File: config.mk
export PLATFORM = sky130hd
export DESIGN_NAME = peripheral_pin_remap_debug_cfg
export DESIGN_NICKNAME = d
export VERILOG_FILES = /design/src/pin_remap_pkg.sv /design/src/peripheral_pin_remap_debug_cfg.sv
export SDC_FILE = /design/constraint.sdc
export NUM_CORES = 1
export LEC_CHECK = 0
export BUFFER_PORTS_ARGS = -buffer_cell sky130_fd_sc_hd__buf_4
export CORE_UTILIZATION = 49
export DETAILED_ROUTE_END_ITERATION = 10
export GPL_ROUTABILITY_DRIVEN = 0
export PLACE_DENSITY = 0.87
export SYNTH_ARGS = -nofsm -noshare
export SYNTH_HDL_FRONTEND = slang
export SYNTH_SLANG_ARGS = --single-unit
File: constraint.sdc
create_clock -name mclk -period 4.95 [get_ports mclk]
set_input_delay 0.495 -clock mclk [delete_from_list [all_inputs] [get_ports mclk]]
set_output_delay 0.495 -clock mclk [all_outputs]
set_load 0.005 [all_outputs]
File: src/pin_remap_pkg.sv
/*
  Constants and carrier types for the pin remap and debug port configuration block.
  Assumes one clock domain and package pins sampled synchronously to it.
*/
package pin_remap_pkg;

  // port codes used by the interrupt source selects
  localparam int PORT_NUM = 5;
  localparam logic [3:0] PORT_A = 4'h0;
  localparam logic [3:0] PORT_B = 4'h1;
  localparam int PINS_PER_PORT = 16;
  localparam int EXT_IRQ_LINES = 16;
  localparam int SEL_W = 4;
  localparam int LINES_PER_REG = 4;

  // pin numbers that the fixed mappings use
  localparam int PIN_0 = 0;
  localparam int PIN_3 = 3;
  localparam int PIN_15 = 15;
  localparam int ADC_TRIG_LINE = 11;

  // bit positions of the five debug pins in the release vector
  localparam int DBG_PA13 = 0;
  localparam int DBG_PA14 = 1;
  localparam int DBG_PA15 = 2;
  localparam int DBG_PB3 = 3;
  localparam int DBG_PB4 = 4;

  // debug port configuration codes
  localparam logic [2:0] DBG_FULL = 3'h0;
  localparam logic [2:0] DBG_NO_TAP_RST = 3'h1;
  localparam logic [2:0] DBG_SW_ONLY = 3'h2;
  localparam logic [2:0] DBG_OFF = 3'h4;

  // release patterns per code, trace pin handled separately
  localparam logic [4:0] REL_FULL = 5'h00;
  localparam logic [4:0] REL_NO_TAP_RST = 5'h10;
  localparam logic [4:0] REL_SW_ONLY = 5'h1C;
  localparam logic [4:0] REL_OFF = 5'h1F;

  // timer pin route codes
  localparam logic [1:0] TIM_NO_REMAP = 2'h0;
  localparam logic [1:0] TIM_PARTIAL1 = 2'h1;
  localparam logic [1:0] TIM_PARTIAL2 = 2'h2;
  localparam logic [1:0] TIM_FULL = 2'h3;

  // first remap configuration register
  typedef struct packed {
    logic [2:0] debug_port_config;
    logic adc0_trigger_route_sel;
    logic adc1_trigger_route_sel;
    logic [1:0] timer0_route;
    logic [1:0] timer1_route;
    logic [1:0] timer2_route;
    logic timer3_route;
    logic timer4_ch3_input_route;
  } remap0_t;

  // second remap configuration register
  typedef struct packed {
    logic timer8_route;
  } remap1_t;

  localparam remap0_t REMAP0_RST = '0;
  localparam remap1_t REMAP1_RST = '0;

  // debug port status carried out of the block
  typedef struct packed {
    logic jtag_en;
    logic swd_en;
    logic trace_on;
    logic [4:0] gpio_release;
  } dbg_status_t;

endpackage : pin_remap_pkg

File: src/peripheral_pin_remap_debug_cfg.sv
/*
  Remap configuration, interrupt source selection and debug pin release logic.
  Assumes configuration strobes and pin levels are synchronous to mclk, and
  that the peripherals and pad logic consume the registered selections.
*/
// Contract
// - two remap registers pick pin functions
// - software picks each interrupt line's source pin
// - debug signals sit on five fixed pins
// - code 000 keeps all debug pins, reset value
// - code 001 releases only tap reset pin
// - code 010 drops jtag, releases three pins
// - code 100 disables debug, releases all pins
// - trace pin never released during async trace
// - reset: combined debug port on, trace off
// - converter 0 trigger: line 11 or timer 7
// - converter 1 trigger: line 11 or timer 7
// - timers 0-2 two-bit route, 3 and 8 one
// - timer 8 route lives in second register
// - timer 4 channel 3 from pin or oscillator
`timescale 1ns/100ps
module peripheral_pin_remap_debug_cfg (
  input wire logic mclk,
  input wire logic rst,
  input wire logic remap0_wr,
  input wire pin_remap_pkg::remap0_t remap0_wdata,
  input wire logic remap1_wr,
  input wire pin_remap_pkg::remap1_t remap1_wdata,
  input wire logic ext_irq_sel_wr,
  input wire logic [1:0] ext_irq_sel_idx,
  input wire logic [15:0] ext_irq_sel_wdata,
  input wire logic async_trace_req,
  input wire logic [4:0][15:0] pin_in,
  input wire logic timer7_trigger_out,
  input wire logic internal_40k_osc,
  output pin_remap_pkg::remap0_t remap_config_reg0_ff,
  output pin_remap_pkg::remap1_t remap_config_reg1_ff,
  output pin_remap_pkg::dbg_status_t dbg_status_ff,
  output logic debug_cfg_refused_ff,
  output logic [15:0] ext_irq_line_ff,
  output logic adc0_trigger_ff,
  output logic adc1_trigger_ff,
  output logic timer4_ch3_in_ff,
  output logic timer1_ch0_eti_in_ff
);

  logic [3:0] ext_irq_source_select_ff [pin_remap_pkg::EXT_IRQ_LINES];
  logic legal_code;
  logic [4:0] nxt_release;
  logic nxt_jtag;
  logic nxt_swd;

  // unlisted debug codes are refused so a stray write cannot lock out the debugger
  always_comb begin
    legal_code = (remap0_wdata.debug_port_config == pin_remap_pkg::DBG_FULL) ||
                 (remap0_wdata.debug_port_config == pin_remap_pkg::DBG_NO_TAP_RST) ||
                 (remap0_wdata.debug_port_config == pin_remap_pkg::DBG_SW_ONLY) ||
                 (remap0_wdata.debug_port_config == pin_remap_pkg::DBG_OFF);
  end

  // first remap register: debug field kept on a refused code, rest always taken
  always_ff @(posedge mclk) begin
    if (rst) begin
      remap_config_reg0_ff <= pin_remap_pkg::REMAP0_RST;
    end else if (remap0_wr) begin
      remap_config_reg0_ff <= remap0_wdata;
      if (!legal_code) begin
        remap_config_reg0_ff.debug_port_config <= remap_config_reg0_ff.debug_port_config;
      end
    end
  end

  // refused-write flag stands one cycle after the write
  always_ff @(posedge mclk) begin
    if (rst) begin
      debug_cfg_refused_ff <= 1'b0;
    end else begin
      debug_cfg_refused_ff <= remap0_wr && !legal_code;
    end
  end

  // second remap register holds only the timer 8 route
  always_ff @(posedge mclk) begin
    if (rst) begin
      remap_config_reg1_ff <= pin_remap_pkg::REMAP1_RST;
    end else if (remap1_wr) begin
      remap_config_reg1_ff <= remap1_wdata;
    end
  end

  // debug port decode; unknown codes cannot be stored, default keeps everything
  always_comb begin
    nxt_jtag = 1'b1;
    nxt_swd = 1'b1;
    nxt_release = pin_remap_pkg::REL_FULL;
    case (remap_config_reg0_ff.debug_port_config)
      pin_remap_pkg::DBG_FULL: begin
        nxt_release = pin_remap_pkg::REL_FULL;
      end
      pin_remap_pkg::DBG_NO_TAP_RST: begin
        nxt_release = pin_remap_pkg::REL_NO_TAP_RST;
      end
      pin_remap_pkg::DBG_SW_ONLY: begin
        nxt_jtag = 1'b0;
        nxt_release = pin_remap_pkg::REL_SW_ONLY;
      end
      pin_remap_pkg::DBG_OFF: begin
        nxt_jtag = 1'b0;
        nxt_swd = 1'b0;
        nxt_release = pin_remap_pkg::REL_OFF;
      end
      default: begin
        nxt_release = pin_remap_pkg::REL_FULL;
      end
    endcase
    // trace output overrides any release of its pin
    if (async_trace_req) begin
      nxt_release[pin_remap_pkg::DBG_PB3] = 1'b0;
    end
  end

  // both ports stay enabled together under codes 000 and 001 so the debugger can pick its own protocol
  always_ff @(posedge mclk) begin
    if (rst) begin
      dbg_status_ff <= '{jtag_en: 1'b1, swd_en: 1'b1, trace_on: 1'b0, gpio_release: pin_remap_pkg::REL_FULL};
    end else begin
      dbg_status_ff.jtag_en <= nxt_jtag;
      dbg_status_ff.swd_en <= nxt_swd;
      dbg_status_ff.trace_on <= async_trace_req;
      dbg_status_ff.gpio_release <= nxt_release;
    end
  end

  // interrupt source selects: four lines per write, one nibble each
  for (genvar i = 0; i < pin_remap_pkg::EXT_IRQ_LINES; i++) begin : g_line
    always_ff @(posedge mclk) begin
      if (rst) begin
        ext_irq_source_select_ff[i] <= pin_remap_pkg::PORT_A;
      end else if (ext_irq_sel_wr && (ext_irq_sel_idx == 2'(i / pin_remap_pkg::LINES_PER_REG))) begin
        ext_irq_source_select_ff[i] <=
          ext_irq_sel_wdata[(i % pin_remap_pkg::LINES_PER_REG) * pin_remap_pkg::SEL_W +: pin_remap_pkg::SEL_W];
      end
    end
    // a select beyond the last port reads as a quiet line
    always_ff @(posedge mclk) begin
      if (rst) begin
        ext_irq_line_ff[i] <= 1'b0;
      end else if (ext_irq_source_select_ff[i] < 4'(pin_remap_pkg::PORT_NUM)) begin
        ext_irq_line_ff[i] <= pin_in[3'(ext_irq_source_select_ff[i])][i];
      end else begin
        ext_irq_line_ff[i] <= 1'b0;
      end
    end
  end

  // converter triggers follow the registered line 11 or timer 7, adding one cycle of latency
  always_ff @(posedge mclk) begin
    if (rst) begin
      adc0_trigger_ff <= 1'b0;
      adc1_trigger_ff <= 1'b0;
    end else begin
      adc0_trigger_ff <= remap_config_reg0_ff.adc0_trigger_route_sel ? timer7_trigger_out :
                         ext_irq_line_ff[pin_remap_pkg::ADC_TRIG_LINE];
      adc1_trigger_ff <= remap_config_reg0_ff.adc1_trigger_route_sel ? timer7_trigger_out :
                         ext_irq_line_ff[pin_remap_pkg::ADC_TRIG_LINE];
    end
  end

  // timer input muxes; the shared channel 0 / trigger pin feeds one wire to both users
  always_ff @(posedge mclk) begin
    if (rst) begin
      timer4_ch3_in_ff <= 1'b0;
      timer1_ch0_eti_in_ff <= 1'b0;
    end else begin
      timer4_ch3_in_ff <= remap_config_reg0_ff.timer4_ch3_input_route ? internal_40k_osc :
                          pin_in[0][pin_remap_pkg::PIN_3];
      timer1_ch0_eti_in_ff <= remap_config_reg0_ff.timer1_route[0] ? pin_in[0][pin_remap_pkg::PIN_15] :
                              pin_in[0][pin_remap_pkg::PIN_0];
    end
  end
endmodule : peripheral_pin_remap_debug_cfg

---- After elaboration in Yosys (flattened, before gate mapping) ----
Memory sizes are Yosys's and may differ from the RTL's.
Cells that the tools add are included.
Widths: inputs -> output; s select.
storage, ports and cells
  bits in registers ....................... 43
  bits in writable memories ............... 64
  bits of input ports ..................... 120
  output and inout bits ................... 43
  word-level logic and storage cells ...... 208
  memories kept ........................... 1
memories
  memory                    words  width  rd ports  clocked after Yosys merged registers in  write ports  RTL line                              RTL
  ext_irq_source_select_ff  16     4      16        0                                        16           peripheral_pin_remap_debug_cfg.sv:47  logic [3:0] ext_irq_source_select_ff [pin_remap_pkg::EXT_IRQ_LINES];
cells by class
  magnitude comparators ................... 32
  equal/unequal tests ..................... 9
  muxes and demuxes ....................... 69
  bitwise gates (word level) .............. 32
  reductions and logical operators ........ 30
operator list
  cell                number
  $bmux 16 s3         16
  $mux 4              17
  $lt 3x4->1 const B  16
  $lt 4x3->1 const B  16
  $reduce_or 2->1     18
  $mux 1              21
  $mux 16             1
  $not 1->1           16
  $or 1x1->1          16
  $mux 15             1
  $pmux 5 s3          1
  $mux 14             1
  $mux 13             1
  $mux 12             1
  $mux 11             1
  $mux 10             1
  $mux 9              1
  $mux 8              1
  $mux 7              1
  $eq 3x1->1 const B  2
  $eq 3x2->1 const B  2
  $eq 3x3->1 const B  2
  $mux 6              1
  $logic_and 1x1->1   5
  10 further kinds    13

---- Longest topological paths before layout ----
Gate-level depths: netlist of the first run.
  depth in word-level cells ............... 6
  mapped depth ............................ 5
  depth with buffers taken out ............ 3

---- Least setup slack after synthesis of the first run ----
No wires, ideal clock.
  path type ............................... input -> register
  from .................................... in rst
  to ...................................... mem ext_irq_source_select_ff[8][0] (netlist: ext_irq_source_select_ff[1][0]), enable pin
  setup time .............................. 373 ps
  arrival time ............................ 1523 ps
  data required time ...................... 4577 ps
  setup slack ............................. 3053 ps
  stages .................................. 4
  path buffers ............................ 3
  cell sequence ........................... buf_2 -> clkbuf_1 -> buf_2 -> a31o_1
RTL lines
  item         RTL line                              RTL
  from (decl)  peripheral_pin_remap_debug_cfg.sv:24  input wire logic rst,
  to (decl)    peripheral_pin_remap_debug_cfg.sv:47

==> flow_summary.yaml, run 1 <==
run_status:
  status: "finished, final reports clean"
grt:
  antenna_found_initial: 0
  overflow: 0
  grt_start_max_net_pins: 45
  first_global_vias: 3323
  grt_pass1_wl_um: 15400
  grt_use_total_pct: 20.6
timing:
  maxSlewHeadroom_pct: 51.1
  report.final.slew_viol_count: 0
  setup-violations-final: 0
  rsz0062_at_grt: "no"
  post-route-period-util_pct: 32.2
  tns_ns: 0
  clock_skew_ns: 0.00818
  fmax_mhz: 628
  tightest_slew_ns: 0.733
  hold_viol_final: 0
  min_period_ns: 1.59
flow_run:
  maxCapViolCount: 0
layout:
  n_fill_cell: 619
  fin_nets: 662
  final_common_cell: "buf_4"
  area_growth_pct: 31.8
  n_antenna_cell: 0
  fin_cells: 655
  drive_gt1_share_pct: 34.2
  most-common-layout-cells: "162 x buf_4, 64 x and2_1, 64 x edfxtp_1"
routing:
  drt-total-wl_um: 9980
  wl_per_cell_um: 15.2
  final_antenna_net_count: 0
  drc: 0
  vias: 3480
  dr.pass1.iters: 4
  routed_via_density: 5.31
  drtIter0Drc: 95
yosys:
  syn_inst: 381
  yosys_register_bits: 106
  synth.distinct_cells: 34
  synthArstFlopShare_pct: 0
  ys_warn_count: 0
  synth_edf_count: 64
  synth_compound_area_share_pct: 10.1
  synthAdderAreaFrac_pct: 0
  syn_area_mm2: 0.00457
  avgSynthCellArea_um2: 12.0
  syn_nets: 501
  yosysSeqAreaShare_pct: 60.4
  muxShareOfSynthArea_pct: 6.79
  synth_top_family_by_area: "simple AND/OR/NAND/NOR gates"
  synth-xor-area-share_pct: 0.192
  synth-simple-area-share_pct: 20.3
  synthFlopType: "edfxtp_1"
floorplanning:
  core.rowCount: 34
  core_mm2: 0.00889
  die_x_um: 98.6
  die_area_mm2: 0.00972
  initial_utilization_pct: 51.4
  io_pins: 163
  die_h_um: 98.6
cts:
  htree_levels: 3
  clock-sinks: 106
  cts_resized: 0
  cts_hold_buf: 0
  clock_latency_ns: 0.35
  cts_tree: "built"
  cts_max_path_buffers: 2
  cts-root-buf: "clkbuf_8"
  numCtsBuffers: 9
  post_cts_buffers: 0
  clk_pin_slew_worst_paths_ns: 0.10
worst_setup_path:
  cp_top_family: "compound AO/OA/AOI/OAI gates"
  max_stage_delay_ns: 0.65
  crit_fanout: 44
  path_cells: "buf_4, a31o_1"
  crit_type: "input port to register"
  startpoint_type: "input port"
  arrival_ns: 1.57
  crit_required_ns: 4.93
  crit_path_end_kind: "register"
  slowest_stage: "a31o_1"
  worst-path-buf-inv: 1
power:
  ir_drop_mv: 0.160
  power.density_mw_per_mm2: 290
  power.leakage_nw: 2.56
placement:
  placedCellCount: 639
  place_hpwl_um: 7470
  port_buffers: 162
worst_hold_path:
  hold_path.class: "input port to register"
==> synthesized netlist by cell type, types with 2 or more instances <==
master	n	share of area [%]
a2111oi_0	14	2.7
a21bo_2	2	0.44
a21oi_1	20	2.2
a31o_1	4	0.77
and2_1	64	8.8
buf_2	5	0.55
buf_6	3	0.74
clkbuf_1	2	0.16
dfxtp_1	42	18
edfxtp_1	64	42
inv_1	3	0.25
inv_2	2	0.16
mux2i_1	31	6.8
nand2_1	4	0.33
nand2b_1	16	2.2
nor2_1	47	3.9
nor3_4	4	1.4
nor3b_1	4	0.66
nor4_1	16	2.2
o21a_1	15	2.5
o21ai_0	5	0.55
o21ai_1	2	0.22
==> final cells by class <==
| type | instances | area [µm²] | share of cell area, % |
|---|---|---|---|
| clock buffer | 10 | 138 | 2.28 |
| clock inverter | 6 | 41.3 | 0.685 |
| inverter | 6 | 25.0 | 0.415 |
| multi-input combinational | 257 | 1710 | 28.3 |
| sequential | 106 | 2760 | 45.9 |
| tap | 108 | 135 | 2.24 |
| timing repair buffer | 162 | 1220 | 20.2 |
==> flip-flops by register name, indices dropped and copies added, names as in the netlist <==
signal,flops
adc0_trigger_ff,1
adc1_trigger_ff,1
dbg_status_ff,7
debug_cfg_refused_ff,1
ext_irq_line_ff,16
ext_irq_source_select_ff,64
remap_config_reg0_ff,13
remap_config_reg1_ff,1
timer1_ch0_eti_in_ff,1
timer4_ch3_in_ff,1
==> power by group <==
group / switching [mW] / internal, mW
registers: 0.0421 / 0.998
logic: 0.0908 / 0.132
clock network: 0.285 / 0.197
total: 0.418 / 1.33
==> logic make-up after synthesis <==
kind of cell,after synthesis
flip-flops,106
XOR/XNOR,1
buffers and inverters,18
AND/OR/NAND/NOR,159
AO/OA/AOI/OAI,66
multiplexers,31
==> final timing paths <==
kind,to,depth (start not counted),start,slack [ns]
worst max-delay path,ext_irq_source_select_ff[1][14],2,rst,3.36
worst min-delay path,dbg_status_ff[3],2,async_trace_req,0.30
worst max register to register,ext_irq_line_ff[15],3,ext_irq_source_select_ff[1][28],3.79
worst min register to register,ext_irq_line_ff[11],2,ext_irq_source_select_ff[1][15],0.51
==> per-layer routing <==
layer / up-vias / track usage (%) / share of wire [%]
met5: - / 0 / 0
met4: 0 / 5.74 / 0.56
met3: 6 / 3.26 / 7.4
met2: 168 / 37.8 / 50
met1: 1608 / 25.2 / 42
li1: 1698 / - / -
==> per-stage QoR <==
stage	util, %	power [mW]	hold WS (ns)	setup WS, ns	instance area [µm²]
finish	67.8	1.74	0.304	3.36	6020
global route	67.8	1.82	0.282	3.30	6020
CTS	67.8	1.75	0.286	3.35	6020
detailed placement	65.7	1.28	0.489	2.98	5850
global placement	65.7	1.27	0.477	3.03	5850
floorplan	-	1.14	0.477	3.05	4570
Note: power is estimated with default switching activity, not from simulation.
==> inputs of run 2 (changes only) <==
Settings changed: ABC_AREA set to 1.
Clock period 4.95 ns to 1.64 ns, I/O delays scaled along.
==> flow_summary.yaml, run 2 <==
layout:
  largest_reg_flops: 64
  drive_gt1_share_pct: 27.7
  utilization_pct: 66.8
  most-common-layout-cells: "165 x buf_4, 136 x nor2_1, 79 x nand2_1"
  largest-register: "ext_irq_source_select_ff"
  n_antenna_cell: 0
  fin_cells: 801
  fin_nets: 805
  area_growth_pct: 32.5
  final_common_cell: "buf_4"
  design_area_mm2: 0.00614
  largest_registers: "ext_irq_source_select_ff x64, ext_irq_line_ff x16, remap_config_reg0_ff x13"
grt:
  overflow: 0
  grt_use_total_pct: 24.2
  antenna_found_initial: 0
  grt_start_max_net_pins: 30
  first_global_vias: 3986
  grt_pass1_wl_um: 18400
yosys:
  avgSynthCellArea_um2: 8.96
  synthArstFlopShare_pct: 0
  yosysSeqAreaShare_pct: 59.6
  synthTopCellsByCount: "136 x nor2_1, 79 x nand2_1, 64 x edfxtp_1, 64 x inv_1, 50 x o21ai_0"
  yosys_register_bits: 106
  synth.distinct_cells: 19
  ys_top_cells_by_area: "edfxtp_1 41%, dfxtp_1 18%, nor2_1 11%, nand2_1 6.4%, o21ai_0 5.4%"
  ys_warn_count: 0
  synthFlopType: "edfxtp_1"
  syn_area_mm2: 0.00463
  synth_edf_count: 64
  yosysMostFrequentCell: "nor2_1"
  yosysTopAreaCell: "edfxtp_1"
  syn_nets: 637
  syn_inst: 517
  synth.top_cell.area_share_pct: 41.5
worst_hold_path:
  hold_end: "remap_config_reg0_ff[6]"
  holdPathStages: 3
  hold_path.class: "input port to register"
  hp-start: "remap0_wdata[6]"
worst_setup_path:
  r2r_slack_ns: 0.57
  timing.rr.start: "ext_irq_source_select_ff[0][25]"
  max_stage_delay_ns: 0.41
  worst-path-buf-inv: 1
  cp_top_family: "flip-flops"
  crit_path_end_kind: "output pin"
  crit_fanout: 5
  cp.depth: 1
  arrival_ns: 0.91
  path_cells: "buf_4"
  startpoint_type: "register"
  r2r_cells: 5
  crit_required_ns: 1.48
  slowest_stage: "dfxtp_1"
  crit_type: "register to output pin"
  reg2reg_to: "ext_irq_line_ff[6]"
floorplanning:
  io_pins: 163
  die_x_um: 99.2
  core.rowCount: 35
  die_area_mm2: 0.00985
  initial_utilization_pct: 50.4
  die_h_um: 99.2
  core_mm2: 0.00920
timing:
  hold_viol_final: 0
  rsz0062_at_grt: "no"
  tightest_slew_ns: 0.430
  tns_ns: 0
  report.final.slew_viol_count: 0
  clock_skew_ns: 0.0127
  setup_ws_ns: 0.564
  fmax_mhz: 929
  maxSlewHeadroom_pct: 71.3
  post-route-period-util_pct: 65.6
  setup-violations-final: 0
  min_period_ns: 1.08
power:
  switching_share_pct: 26.1
  p_int_mw: 3.99
  sequentialPowerShare_pct: 57.7
  ir_drop_mv: 0.534
  power_frac_clock_pct: 27.2
  power.density_mw_per_mm2: 880
  power.leakage_nw: 2.87
  combPwrFrac_pct: 15.1
  p_switching_mw: 1.41
routing:
  met2_wirelength_um: 6260
  topRoutingLayerUsed: "met4"
  drc: 0
  drt-total-wl_um: 11900
  drtIter0Drc: 186
  dr.pass1.iters: 5
  route.met3.wl_um: 711
  wl_per_cell_um: 14.9
  final_antenna_net_count: 0
  routed_via_density: 5.10
  vias: 4085
  met1Wirelength_um: 4600
cts:
  post_cts_buffers: 0
  clock-sinks: 106
  htree_levels: 3
  clk_pin_slew_worst_paths_ns: 0.10
  cts_max_path_buffers: 2
  cts-root-buf: "clkbuf_8"
  cts_resized: 0
  cts_hold_buf: 2
  numCtsBuffers: 9
  clock_latency_ns: 0.36
  cts_tree: "built"
placement:
  place_hpwl_um: 9100
  pre_cts_slack_ns: 0.332
  placed_area_mm2: 0.00594
  port_buffers: 162
  placedCellCount: 783
run_status:
  status: "finished, final reports clean"
flow_run:
  maxCapViolCount: 0
## run 2: cell count changes after synthesis, sizes merged, moves of 5 or more
cell and change:
o21a -15, mux2i -31, and2 -64, nor2 +93, nand2b -17, inv +60
nor4 -16, a2111oi -14, nand2 +75, nand4 +5, nand3b +15, a21oi +16
o21ai +43
## run 2: kinds of logic (layout without fill, tap and decap cells)
group | count (synthesis) | count (layout) | share of synthesized area (%)
and+or+nand+nor | 247 | 247 | 23.2
DFF | 106 | 106 | 59.6
AOI/OAI and AO/OA | 86 | 86 | 9.29
buffers and inverters | 78 | 251 | 7.86
## run 2: cell type report
type	count	area, µm²
clock buffer	9	124
clock inverter	7	57.6
fill	716	3060
inverter	66	253
multi-input combinational	333	1510
sequential	106	2760
tap	111	139
timing repair buffer	169	1300
## run 2: power groups by stage
| stage | registers, mW | clock network, mW | logic (mW) |
|---|---|---|---|
| 2_1_floorplan | 3.15 | 0 | 0.364 |
| 3_3_place_gp | 3.17 | 0 | 0.764 |
| 3_5_place_dp | 3.17 | 0 | 0.809 |
| 4_1_cts | 3.12 | 1.48 | 0.815 |
| 5_1_grt | 3.14 | 1.59 | 0.899 |
| 6_report | 3.12 | 1.47 | 0.815 |
## run 2: per-stage QoR
stage	power (mW)	hold slack [ns]
floorplan	3.51	0.236
global placement	3.93	0.333
detailed placement	3.98	0.335
CTS	5.41	0.00611
global route	5.63	0.0139
finish	5.41	0.0229
## run 2: how the worst max path moves through the flow
stage | startpoint | endpoint | slack (ns)
after floorplan | rst | ext_irq_source_select_ff[0][0] | 0.30
after global placement | ext_irq_sel_idx[0] | ext_irq_source_select_ff[0][12] | 0.36
after detailed placement | ext_irq_sel_idx[0] | ext_irq_source_select_ff[0][11] | 0.33
after CTS | remap_config_reg0_ff[12] | dbg_status_ff[4] | 0.55
after global routing | remap_config_reg0_ff[12] | dbg_status_ff[3] | 0.43
final | remap_config_reg0_ff[10] | remap_config_reg0_ff[10] | 0.56
## run 2: per-layer routing
metal  GRT usage, %  up-vias
met5              0        -
met4           10.2        0
met3           4.50       32
met2           44.3      169
met1           27.7     1880
li1               -     2004
